`config.mk`:
```
export PLATFORM = sky130hd
export DESIGN_NAME = cstr_router
export DESIGN_NICKNAME = d
export VERILOG_FILES = /design/src/common/cstr_pkg.sv /design/src/rtl/cstr_router.sv
export SDC_FILE = /design/constraint.sdc
export NUM_CORES = 1
export LEC_CHECK = 0
export ABC_AREA = 1
export BUFFER_PORTS_ARGS = -buffer_cell sky130_fd_sc_hd__buf_2
export CORE_AREA = 2 2 181 183
export CTS_BUF_LIST = sky130_fd_sc_hd__clkbuf_8 sky130_fd_sc_hd__clkbuf_16
export CTS_CLUSTER_SIZE = 40
export DETAILED_ROUTE_END_ITERATION = 10
export DIE_AREA = 0 0 183 185
export PLACE_DENSITY = 0.75
export SLEW_MARGIN = 10
export SYNTH_ARGS = -nofsm -noshare
export SYNTH_HDL_FRONTEND = slang
export SYNTH_SLANG_ARGS = --single-unit
```
`constraint.sdc`:
```
create_clock -name sys_clk_i -period 7.1 [get_ports sys_clk_i]
set_input_delay 0.71 -clock sys_clk_i [delete_from_list [all_inputs] [get_ports sys_clk_i]]
set_output_delay 0.71 -clock sys_clk_i [all_outputs]
set_load 0.005 [all_outputs]
```
`src/common/cstr_pkg.sv`:
```
package cstr_pkg;
  // ----------------------------------------
  // Register map
  // ----------------------------------------
  localparam logic [3:0] A_CTRL = 4'h0;
  localparam logic [3:0] A_PHASE = 4'h1;
  localparam logic [3:0] A_FREQ = 4'h2;
  localparam logic [3:0] A_PTS = 4'h3;
  localparam logic [3:0] A_SWMK = 4'h4;
  localparam logic [3:0] A_STAT = 4'h5;
  // ----------------------------------------
  // Control fields
  // ----------------------------------------
  localparam int C_SRC_NEXT = 0;
  localparam int C_LOOP_END = 1;
  localparam int C_LOOP_START = 2;
  localparam int C_TOUT_LO = 3;
  localparam int C_SYNC_LO = 5;
  localparam int C_SLAVE = 8;
  localparam int C_CLK_LO = 9;
  localparam int C_ARB = 11;
  localparam int C_MARK_EN = 12;
  localparam int C_WIDTH = 13;
  // ----------------------------------------
  // Reset values
  // ----------------------------------------
  localparam logic [12:0] CTRL_RST = 13'h0000;
  localparam logic [11:0] PHASE_RST = 12'h000;
  localparam logic [31:0] FREQ_RST = 32'h0000_0000;
  localparam logic [4:0] PTS_RST = 5'h0c;
  localparam logic [11:0] SWMK_RST = 12'h000;
  // ----------------------------------------
  // Source codes
  // ----------------------------------------
  localparam logic [1:0] T_WEND = 2'h0;
  localparam logic [1:0] T_MARK = 2'h1;
  localparam logic [1:0] T_SEQ = 2'h2;
  localparam logic [1:0] T_BURST = 2'h3;
  localparam logic [2:0] S_WAVE = 3'h0;
  localparam logic [2:0] S_MARK = 3'h1;
  localparam logic [2:0] S_BURST = 3'h2;
  localparam logic [2:0] S_SEQ = 3'h3;
  localparam logic [2:0] S_TRIG = 3'h4;
  localparam logic [2:0] S_SWEEP = 3'h5;
  localparam logic [2:0] S_LOCK = 3'h6;
  localparam logic [1:0] K_MASTER = 2'h0;
  localparam logic [1:0] K_SYS = 2'h1;
  localparam logic [1:0] K_EXT = 2'h2;
  // ----------------------------------------
  // Phase and sample constants
  // ----------------------------------------
  // Phase word per 0.1 degree: 2^32 / 3600
  localparam logic [31:0] PH_PER_TENTH = 32'h0012_3456;
  localparam logic [11:0] PH_TENTHS_FULL = 12'he10;
  localparam logic [4:0] PTS_FINE = 5'h0c;
  localparam logic [31:0] ARB_SYNC_PTS = 32'h0000_0004;
endpackage

```
`src/rtl/cstr_router.sv`:
```
// How it works
// - Trigger input taken from previous or next neighbour, per channel setting.
// - Selected trigger-out is driven toward the neighbour opposite the input.
// - End channel can feed its trigger-out back to the start channel.
// - Trigger-out source: waveform end, position marker, sequence sync, burst done.
// - Slave channels follow the master's frequency word.
// - Each channel adds its own phase offset to the shared phase.
// - Sample tick chosen from master clock, system clock or external arb clock.
// - Offset steps 0.1 degree, or one point when points are coarser.
// - Sync output picks one of seven sources.
// - Standard waveform sync: square wave, high from 0 to 180 degrees.
// - Arbitrary waveform sync: pulse over the first few sample addresses.
// - Marker selection copies the stored per-sample marker bit.
// - Burst done: low while waveform active in gated or triggered mode.
// - Sequence sync: low during last cycle of last waveform.
// - Trigger selection: positive copy of the active trigger.
// - Sweep sync high from sweep start through the first step.
// - Optional marker pulse at one chosen sweep step.
// - Phase lock: rising edge at start of each waveform cycle.
`timescale 1ns/10ps
`default_nettype none
module cstr_router
  import cstr_pkg::*;
(
  // Clock and reset
  input wire logic sys_clk_i,
  input wire logic rst_n_i,
  // Register port
  input wire logic [3:0] addr_i,
  input wire logic [31:0] wr_data_i,
  input wire logic wr_i,
  input wire logic rd_i,
  output logic [31:0] rd_data_o,
  // Neighbour trigger pins
  input wire logic prev_trig_i,
  input wire logic next_trig_i,
  input wire logic loop_trig_i,
  output logic trig_to_next_o,
  output logic trig_to_prev_o,
  output logic loop_trig_o,
  // Clock sources
  input wire logic master_tick_i,
  input wire logic sys_tick_i,
  input wire logic ext_clk_i,
  output logic [1:0] clk_sel_o,
  // Master lock
  input wire logic [31:0] master_freq_i,
  output logic [31:0] freq_o,
  output logic [31:0] phase_o,
  // Waveform engine events
  input wire logic marker_i,
  input wire logic seq_last_i,
  input wire logic burst_mode_i,
  input wire logic burst_active_i,
  input wire logic int_trig_i,
  input wire logic sweep_start_i,
  input wire logic sweep_step_i,
  input wire logic [11:0] sweep_idx_i,
  // Sync outputs
  output logic sync_o,
  output logic sweep_mark_o
);

  // ----------------------------------------
  // Decoders
  // ----------------------------------------
  function automatic logic tout_pick(input logic [1:0] s, input logic [3:0] ev);
    tout_pick = ev[s];
  endfunction

  function automatic logic [31:0] pt_mask(input logic [4:0] k);
    if (k >= PTS_FINE)
      pt_mask = 32'hffff_ffff;
    else
      pt_mask = ~(32'hffff_ffff >> k);
  endfunction

  // ----------------------------------------
  // Pin synchronisers
  // ----------------------------------------
  logic [3:0] pin_w;
  logic [3:0] s1_r;
  logic [3:0] s2_r;
  assign pin_w = {ext_clk_i, loop_trig_i, next_trig_i, prev_trig_i};

  genvar g;
  generate
    for (g = 0; g < 4; g++)
    begin : g_sync
      always_ff @(posedge sys_clk_i or negedge rst_n_i)
      begin
        if (!rst_n_i)
        begin
          s1_r[g] <= 1'b0;
          s2_r[g] <= 1'b0;
        end
        else
        begin
          s1_r[g] <= pin_w[g];
          s2_r[g] <= s1_r[g];
        end
      end
    end
  endgenerate

  logic ext_d_r;
  always_ff @(posedge sys_clk_i or negedge rst_n_i)
  begin
    if (!rst_n_i)
      ext_d_r <= 1'b0;
    else
      ext_d_r <= s2_r[3];
  end

  // ----------------------------------------
  // Registers
  // ----------------------------------------
  logic [C_WIDTH-1:0] ctrl_r;
  logic [11:0] phase_r;
  logic [31:0] freq_r;
  logic [4:0] pts_r;
  logic [11:0] swmk_r;

  always_ff @(posedge sys_clk_i or negedge rst_n_i)
  begin
    if (!rst_n_i)
    begin
      ctrl_r <= CTRL_RST;
      phase_r <= PHASE_RST;
      freq_r <= FREQ_RST;
      pts_r <= PTS_RST;
      swmk_r <= SWMK_RST;
    end
    else if (wr_i)
    begin
      case (addr_i)
        A_CTRL: ctrl_r <= wr_data_i[C_WIDTH-1:0];
        // Offsets at or past a full turn are refused
        A_PHASE:
        begin
          if (wr_data_i[11:0] < PH_TENTHS_FULL)
            phase_r <= wr_data_i[11:0];
        end
        A_FREQ: freq_r <= wr_data_i;
        A_PTS: pts_r <= wr_data_i[4:0];
        A_SWMK: swmk_r <= wr_data_i[11:0];
        default: ;
      endcase
    end
  end

  // ----------------------------------------
  // Sample tick and phase
  // ----------------------------------------
  logic tick_w;
  logic [1:0] clk_sel_w;
  assign clk_sel_w = ctrl_r[C_CLK_LO +: 2];
  assign clk_sel_o = clk_sel_w;

  always_comb
  begin
    case (clk_sel_w)
      K_MASTER: tick_w = master_tick_i;
      K_SYS: tick_w = sys_tick_i;
      K_EXT: tick_w = s2_r[3] & ~ext_d_r;
      default: tick_w = sys_tick_i;
    endcase
  end

  logic [31:0] freq_w;
  assign freq_w = ctrl_r[C_SLAVE] ? master_freq_i : freq_r;
  assign freq_o = freq_w;

  logic [31:0] acc_r;
  logic [32:0] sum_w;
  logic wrap_r;
  assign sum_w = {1'b0, acc_r} + {1'b0, freq_w};

  always_ff @(posedge sys_clk_i or negedge rst_n_i)
  begin
    if (!rst_n_i)
    begin
      acc_r <= 32'h0000_0000;
      wrap_r <= 1'b0;
    end
    else if (tick_w)
    begin
      acc_r <= sum_w[31:0];
      wrap_r <= sum_w[32];
    end
    else
      wrap_r <= 1'b0;
  end

  // Coarse point tables lose resolution below one point
  logic [43:0] off_full_w;
  logic [31:0] off_w;
  logic [31:0] ph_w;
  assign off_full_w = {32'h0000_0000, phase_r} * {12'h000, PH_PER_TENTH};
  // Synthesised waves keep full 0.1 degree steps
  assign off_w = ctrl_r[C_ARB] ? (off_full_w[31:0] & pt_mask(pts_r)) : off_full_w[31:0];
  assign ph_w = acc_r + off_w;
  assign phase_o = ph_w;

  // ----------------------------------------
  // Selection shadows
  // ----------------------------------------
  // Switching only on a tick keeps mid-sample changes off the pins
  logic [2:0] sync_act_r;
  logic [1:0] tout_act_r;
  logic arb_act_r;
  always_ff @(posedge sys_clk_i or negedge rst_n_i)
  begin
    if (!rst_n_i)
    begin
      sync_act_r <= S_WAVE;
      tout_act_r <= T_WEND;
      arb_act_r <= 1'b0;
    end
    else if (tick_w)
    begin
      sync_act_r <= ctrl_r[C_SYNC_LO +: 3];
      tout_act_r <= ctrl_r[C_TOUT_LO +: 2];
      arb_act_r <= ctrl_r[C_ARB];
    end
  end

  // ----------------------------------------
  // Trigger chain
  // ----------------------------------------
  logic trig_in_w;
  assign trig_in_w = ctrl_r[C_LOOP_START] ? s2_r[2] :
    (ctrl_r[C_SRC_NEXT] ? s2_r[1] : s2_r[0]);

  logic trig_act_w;
  assign trig_act_w = int_trig_i | trig_in_w;

  logic [31:0] addr_w;
  logic arb_sync_w;
  logic wave_sync_w;
  assign addr_w = ph_w >> (6'd32 - {1'b0, pts_r});
  assign arb_sync_w = (pts_r != 5'h00) && (addr_w < ARB_SYNC_PTS);
  assign wave_sync_w = arb_act_r ? arb_sync_w : ~ph_w[31];

  logic burst_done_w;
  assign burst_done_w = ~(burst_mode_i & burst_active_i);

  logic tout_w;
  assign tout_w = tout_pick(tout_act_r,
    {burst_done_w, ~seq_last_i, marker_i, wrap_r});

  logic tout_r;
  always_ff @(posedge sys_clk_i or negedge rst_n_i)
  begin
    if (!rst_n_i)
    begin
      tout_r <= 1'b0;
      trig_to_next_o <= 1'b0;
      trig_to_prev_o <= 1'b0;
      loop_trig_o <= 1'b0;
    end
    else
    begin
      tout_r <= tout_w;
      trig_to_next_o <= tout_w & ~ctrl_r[C_SRC_NEXT];
      trig_to_prev_o <= tout_w & ctrl_r[C_SRC_NEXT];
      loop_trig_o <= tout_w & ctrl_r[C_LOOP_END];
    end
  end

  // ----------------------------------------
  // Sweep sync
  // ----------------------------------------
  logic sweep_r;
  always_ff @(posedge sys_clk_i or negedge rst_n_i)
  begin
    if (!rst_n_i)
      sweep_r <= 1'b0;
    else if (sweep_start_i)
      sweep_r <= 1'b1;
    else if (sweep_step_i)
      sweep_r <= 1'b0;
  end

  always_ff @(posedge sys_clk_i or negedge rst_n_i)
  begin
    if (!rst_n_i)
      sweep_mark_o <= 1'b0;
    else
      sweep_mark_o <= ctrl_r[C_MARK_EN] & sweep_step_i
        & (sweep_idx_i == swmk_r);
  end

  // ----------------------------------------
  // Sync output
  // ----------------------------------------
  logic sync_w;
  always_comb
  begin
    case (sync_act_r)
      S_WAVE: sync_w = wave_sync_w;
      S_MARK: sync_w = marker_i;
      S_BURST: sync_w = burst_done_w;
      S_SEQ: sync_w = ~seq_last_i;
      S_TRIG: sync_w = trig_act_w;
      S_SWEEP: sync_w = sweep_r | sweep_start_i;
      S_LOCK: sync_w = wrap_r;
      default: sync_w = 1'b0;
    endcase
  end

  always_ff @(posedge sys_clk_i or negedge rst_n_i)
  begin
    if (!rst_n_i)
      sync_o <= 1'b0;
    else
      sync_o <= sync_w;
  end

  // ----------------------------------------
  // Read port
  // ----------------------------------------
  always_ff @(posedge sys_clk_i or negedge rst_n_i)
  begin
    if (!rst_n_i)
      rd_data_o <= 32'h0000_0000;
    else if (rd_i)
    begin
      case (addr_i)
        A_CTRL: rd_data_o <= {19'h0_0000, ctrl_r};
        A_PHASE: rd_data_o <= {20'h0_0000, phase_r};
        A_FREQ: rd_data_o <= freq_r;
        A_PTS: rd_data_o <= {27'h000_0000, pts_r};
        A_SWMK: rd_data_o <= {20'h0_0000, swmk_r};
        A_STAT: rd_data_o <= {27'h000_0000, sweep_r, trig_in_w, tout_r, sync_o, wrap_r};
        default: rd_data_o <= 32'h0000_0000;
      endcase
    end
    else
      rd_data_o <= 32'h0000_0000;
  end
endmodule
`default_nettype wire

```
Yosys cells after proc, flatten, opt, wreduce, memory -nomap -nowiden. Index checks and enable logic that the tools add are counted.

Muxes and demuxes: 15. Add/sub/neg operators: 3. Reductions and logical operators: 11. Bitwise gates (word level): 16. Shift operators: 2. Equality and inequality tests: 13. Multipliers: 1. $lt $le $gt $ge: 4.

Operators with widths (number): 32-bit one-hot mux with 6 select lines (1); 32-bit 2-to-1 mux (4); 32-bit by 32-bit adder with 33-bit output (1); 32-bit adder (1); 32-bit AND (1); 32-bit by 3-bit less-than comparator with 1-bit output (second input constant) (1); 32-bit NOT (1); 32-bit by 5-bit right shift with 32-bit output (first input constant) (1); 32-bit by 6-bit right shift with 32-bit output (1); 12-bit by 20-bit multiplier with 31-bit output (second input constant) (1); 12-bit == test (1); 12-bit less-than comparator (second input constant) (1); 3-bit == test (second input constant) (3); 4-bit by 2-bit == test with 1-bit output (second input constant) (2); 4-bit by 3-bit == test with 1-bit output (second input constant) (2); 2-bit AND reduction (4); 1-bit AND (7); 1-bit 2-to-1 mux (7); 1-bit one-hot mux with 7 select lines (1); 3-bit by 2-bit == test with 1-bit output (second input constant) (2); 6-bit by 5-bit subtractor with 6-bit output (first input constant) (1); 5-bit by 4-bit greater-or-equal comparator with 1-bit output (second input constant) (1); 1-bit NOT (5); 5-bit nonzero test (1); 13 further kinds (14).

Output and inout bits: 103. Register bits: 161. Logic and storage cells: 92.

Logic depth before layout (Yosys ltp).
Depth in word-level cells: 11. Depth in mapped cells: 53. Mapped depth without buffers: 53.

Least setup slack after synthesis. Ideal clock, no wire load.

Path type: register to register. From: register phase_r[11]. To: register sync_o. Cell stages (with the launch flop): 44. Slack: 0.302 ns. Path buffers: 0. Clock period less this slack: 6.798 ns. Data arrival time: 6.733 ns. Cell sequence: dfrtp_1 > ha_1 > fa_1 > inv_1 > fa_1 > fa_1 > fa_1 > inv_1 > ha_1 > nand2_1 > inv_1 > a21oi_1 > nand3_1 > a21oi_1 > inv_1 > a21oi_1 > nor3_1 > nor3_1 > [8 not listed] > nand2_1 > nand3_1 > nand2_2 > nand2_1 > nand3_1 > nand3_1 > nand2_1 > nand2_1 > nand3_1 > nand3_1 > nand2_1 > nor2_1 > nand2_1 > nor2_1 > nand3_1 > nand2_1 > nand2_1 > nand2_1.

Longest elaborated chain between the ends: 9. Elaborated cells between the ends (all ways): 10. Classes of those cells: 1 x add/sub; 1 x mul; 1 x order compare; 1 x shift; 3 x mux; 2 x bitwise; 1 x reduce/logical.

Ends and longest elaborated chain: start, declared (RTL line cstr_router.sv:119) `logic [11:0] phase_r;`; start signal, assigned (RTL line cstr_router.sv:142) `phase_r <= wr_data_i[11:0];`; 12-bit by 20-bit multiplier with 31-bit output * (RTL line cstr_router.sv:199) `assign off_full_w = {32'h0000_0000, phase_r} * {12'h000, PH_PER_TENTH};`; 32-bit AND (RTL line cstr_router.sv:201) `assign off_w = ctrl_r[C_ARB] ? (off_full_w[31:0] & pt_mask(pts_r)) : off_full_w[31:0];`; 32-bit 2-to-1 mux * (RTL line cstr_router.sv:201); 32-bit adder * (RTL line cstr_router.sv:202) `assign ph_w = acc_r + off_w;`; named net phase_o[30] (RTL line cstr_router.sv:49) `output logic [31:0] phase_o,`; 32-bit by 6-bit right shift with 32-bit output * (RTL line cstr_router.sv:241) `assign addr_w = ph_w >> (6'd32 - {1'b0, pts_r});`; 32-bit by 3-bit less-than comparator with 1-bit output * (RTL line cstr_router.sv:242) `assign arb_sync_w = (pts_r != 5'h00) && (addr_w < ARB_SYNC_PTS);`; 1-bit logical AND * (RTL line cstr_router.sv:242); 1-bit 2-to-1 mux * (RTL line cstr_router.sv:243) `assign wave_sync_w = arb_act_r ? arb_sync_w : ~ph_w[31];`; 1-bit one-hot mux with 7 select lines * (RTL line cstr_router.sv:300) `case (sync_act_r)`; named net sync_w (RTL line cstr_router.sv:297) `logic sync_w;`; end signal, assigned (RTL line cstr_router.sv:317) `sync_o <= sync_w;`; end, declared (RTL line cstr_router.sv:60) `output logic sync_o,`.

Mark *: on every way through the listed nets, which the timed path passes. The rest lies on a longest branch. A chain may end at the register's enable or synchronous reset.

Worst setup path after layout.
From: register phase_r[8]. To: output phase_o[30].

Longest elaborated chain between the ends: 4.

Ends and longest elaborated chain (RTL line): 12-bit by 20-bit multiplier with 31-bit output * (cstr_router.sv:199); 32-bit AND (cstr_router.sv:201); 32-bit 2-to-1 mux * (cstr_router.sv:201); 32-bit adder * (cstr_router.sv:202); end, declared (cstr_router.sv:49).

Every way passes the cells marked *; elsewhere a longest branch is shown, timed or not.

==> results.cfg <==
[clock_tree]
cts.path.max_buffers = 2
numClockSinks = 161
ctsHtreeMaxLevel = 4
cts_hold_buf = 0
ctsRootBufferMaster = clkbuf_16
insertion_delay_ns = 0.43
cts_tree = built
cts_buffers = 17
clk_pin_slew_worst_paths_ns = 0.07

[critical_path]
critPathCaptureType = primary output
cpMaxStageDelayCell = fa_1
path_buf_inv = 10
start_kind = flip-flop
cpPeakStageDelay_ns = 0.54
cp_max_fo = 4
cp.required_ns = 6.39
crit_type = flip-flop to primary output
critPathArrivalTime_ns = 6.58
path_delay_family = adder cells

[timing]
worst_slew_pin_slew_ns = 1.15
fin_crit_sh_pct = 103
hold_slack_ns = 0.353
rsz0062_at_grt = true
fmax_mhz = 137
slew_headroom_pct = 22.9
finalSetupViolations = 8
final.min_clock_period_ns = 7.29
skew_ns = 0.0104
hold_viol = 0
setup_slack_ns = -0.192
drv_slew = 0

[grt]
gr-total-overflow = 0
grt_pass1_vias = 16186
grt_pass1_wl_mm = 87.2
grt_max_degree = 108
antenna_found_initial = 0
grt.total_usage_pct = 33.1

[placed_design]
place_area_um2 = 18000
port_buffers = 199
globalplace.congestion = 0.966
dpl.hpwl_mm = 44.1

[logic_synthesis]
syn_area_per_cell_um2 = 7.06
ys_types = 58
seq_area_frac_synth_pct = 25.5
ys_ff_latch = 161
yosysWarnings = 0
synth_area_um2 = 15800
synth_nets = 2563
async_flop_share_pct = 100
syn_inst = 2240
ys.flop_type = dfrtp_1
synth-edff-count = 0

[detailed_routing]
ant_nets = 0
vias = 16976
routed_wl_mm = 56.7
firstDrtPassIters = 5
wl_per_cell_um = 18.9
drtIter0Drc = 1471
routed_via_density = 5.67
drc = 0

[layout]
fillers = 2890
drive_gt1_share_pct = 25.8
nNetsFinal = 2898
syn_to_final_growth_pct = 27.4
fin_area_um2 = 20200
final_core_util_pct = 62.9

[floorplanning]
dieArea_um2 = 33900
ios = 200
die-height_um = 185
core_area_um2 = 32000
start_util_pct = 49.4
die_w_um = 183
core.rowCount = 66

[run_status]
status = finished, violations left
violations = setup timing

[min_path]
min_path_type = flip-flop to flip-flop

[flow_run]
cap_violations = 0
-- timing repair --
action / 4_1_cts / 5_1_grt
endpoints found under the setup margin: 13 / 22
buffers inserted: 45 / 23
pin swaps: 73 / 75
hold endpoints to repair: 0 / 0
resized for setup: 106 / 155
-- logic make-up (layout without fill, tap and decap cells) --
group | count (synthesis) | count (layout) | share of synthesized area, %
fa+ha+maj | 226 | 226 | 20.3
compound gates | 423 | 423 | 15.2
simple gates | 989 | 989 | 26.6
flops | 161 | 161 | 25.5
buf+inv | 391 | 738 | 9.49
other cells | 0 | 1 | 0
xor+xnor | 50 | 50 | 2.91
-- stage by stage --
stage / TNS (ns) / instances / setup slack, ns
6_report: -0.577 / 2996 / -0.192
5_1_grt: -3.33 / 2995 / -0.518
4_1_cts: -0.124 / 2972 / -0.0588
3_5_place_dp: -0.852 / 2899 / -0.458
3_3_place_gp: -0.654 / 2899 / -0.431
2_1_floorplan: 0 / 2240 / 0.302
-- state kept, by name (all words and copies together), names as in the netlist, 2 cells and up --
register,flops
acc_r,32
ctrl_r,13
freq_r,32
phase_r,12
pts_r,5
rd_data_o,32
s1_r,4
s2_r,4
swmk_r,12
sync_act_r,3
tout_act_r,2
-- layer usage --
metal	global-route usage (%)	up-vias	part of all wire, %
li1	-	8034	-
met4	13.7	0	4.1
met1	41.6	8107	42
met3	4.13	140	5.6
met5	0	-	0
met2	57.8	695	48
-- synth_stat cells, types with 6 or more instances --
| master | n | area share [%] |
|---|---|---|
| nand2_1 | 560 | 13 |
| inv_1 | 313 | 7.4 |
| o21ai_0 | 175 | 5.5 |
| ha_1 | 174 | 14 |
| nand3_1 | 169 | 5.3 |
| nor2_1 | 167 | 4.0 |
| dfrtp_1 | 159 | 25 |
| a21oi_1 | 133 | 4.2 |
| fa_1 | 52 | 6.6 |
| clkbuf_1 | 42 | 1.0 |
| nand4_1 | 24 | 0.95 |
| xor2_1 | 24 | 1.3 |
| xnor2_1 | 23 | 1.3 |
| buf_2 | 18 | 0.57 |
| o21ai_1 | 18 | 0.57 |
| nor3_1 | 17 | 0.54 |
| nand3_2 | 13 | 0.82 |
| o22ai_1 | 13 | 0.51 |
| nand2_2 | 12 | 0.47 |
| a221oi_1 | 11 | 0.61 |
| o211ai_1 | 10 | 0.47 |
| a31oi_1 | 9 | 0.36 |
| nor2_2 | 7 | 0.28 |
| inv_2 | 6 | 0.14 |
| o21a_1 | 6 | 0.28 |
| or2_2 | 6 | 0.24 |
-- final timing paths --
kind                             from          end  slack [ns]  cells past startpoint
min in group asynchronous     rst_n_i      s1_r[2]        0.40                      1
max in group asynchronous     rst_n_i   phase_r[4]        5.35                      2
hold / removal                s1_r[2]      s2_r[2]        0.35                      0
setup reg to reg           phase_r[8]       sync_o       -0.09                     44
hold reg to reg               s1_r[2]      s2_r[2]        0.35                      0
setup / recovery           phase_r[8]  phase_o[30]       -0.19                     34
-- cell usage in the layout (no fill, tap or decap), types with 6 or more instances in the layout --
master     synthesis  layout
nor2_2             7      24
a31oi_1            9       8
dfrtp_2            0       7
xor2_1            24      22
o22ai_1           13      13
buf_6              0      23
a21oi_2            5      25
a221oi_1          11      11
buf_4              3     163
or2_2              6       6
nand2_4            0       9
ha_2               0       6
clkbuf_16          0      17
nand2_2           12      37
nor3_1            17      12
nand4_1           24      24
inv_1            313     289
o21ai_1           18      23
nand2_1          560     526
dfrtp_1          159     152
inv_2              6      28
fa_1              52      49
ha_4               0      24
nand3_1          169     156
a21oi_1          133     108
o211ai_1          10      10
nor2_1           167     143
nor3_2             3       6
ha_1             174     144
nand3_2           13      26
buf_2             18     195
nor2_4             0       7
o21ai_0          175     163
o21a_1             6       6
xnor2_1           23      23
o21ai_2            5      10
-- cell type report --
| type | count | area [um^2] | area share, % |
|---|---|---|---|
| Timing Repair Buffer | 383 | 2490 | 12.4 |
| Tap cell | 408 | 510 | 2.53 |
| Antenna cell | 1 | 2.50 | 0.0124 |
| Sequential cell | 161 | 4040 | 20.0 |
| Clock inverter | 13 | 199 | 0.987 |
| Inverter | 324 | 1220 | 6.06 |
| Multi-Input combinational cell | 1688 | 11200 | 55.8 |
| Clock buffer | 18 | 439 | 2.18 |
Power is not shown: default switching activity piles up to over one toggle a cycle in this logic, so the estimate is an artifact.
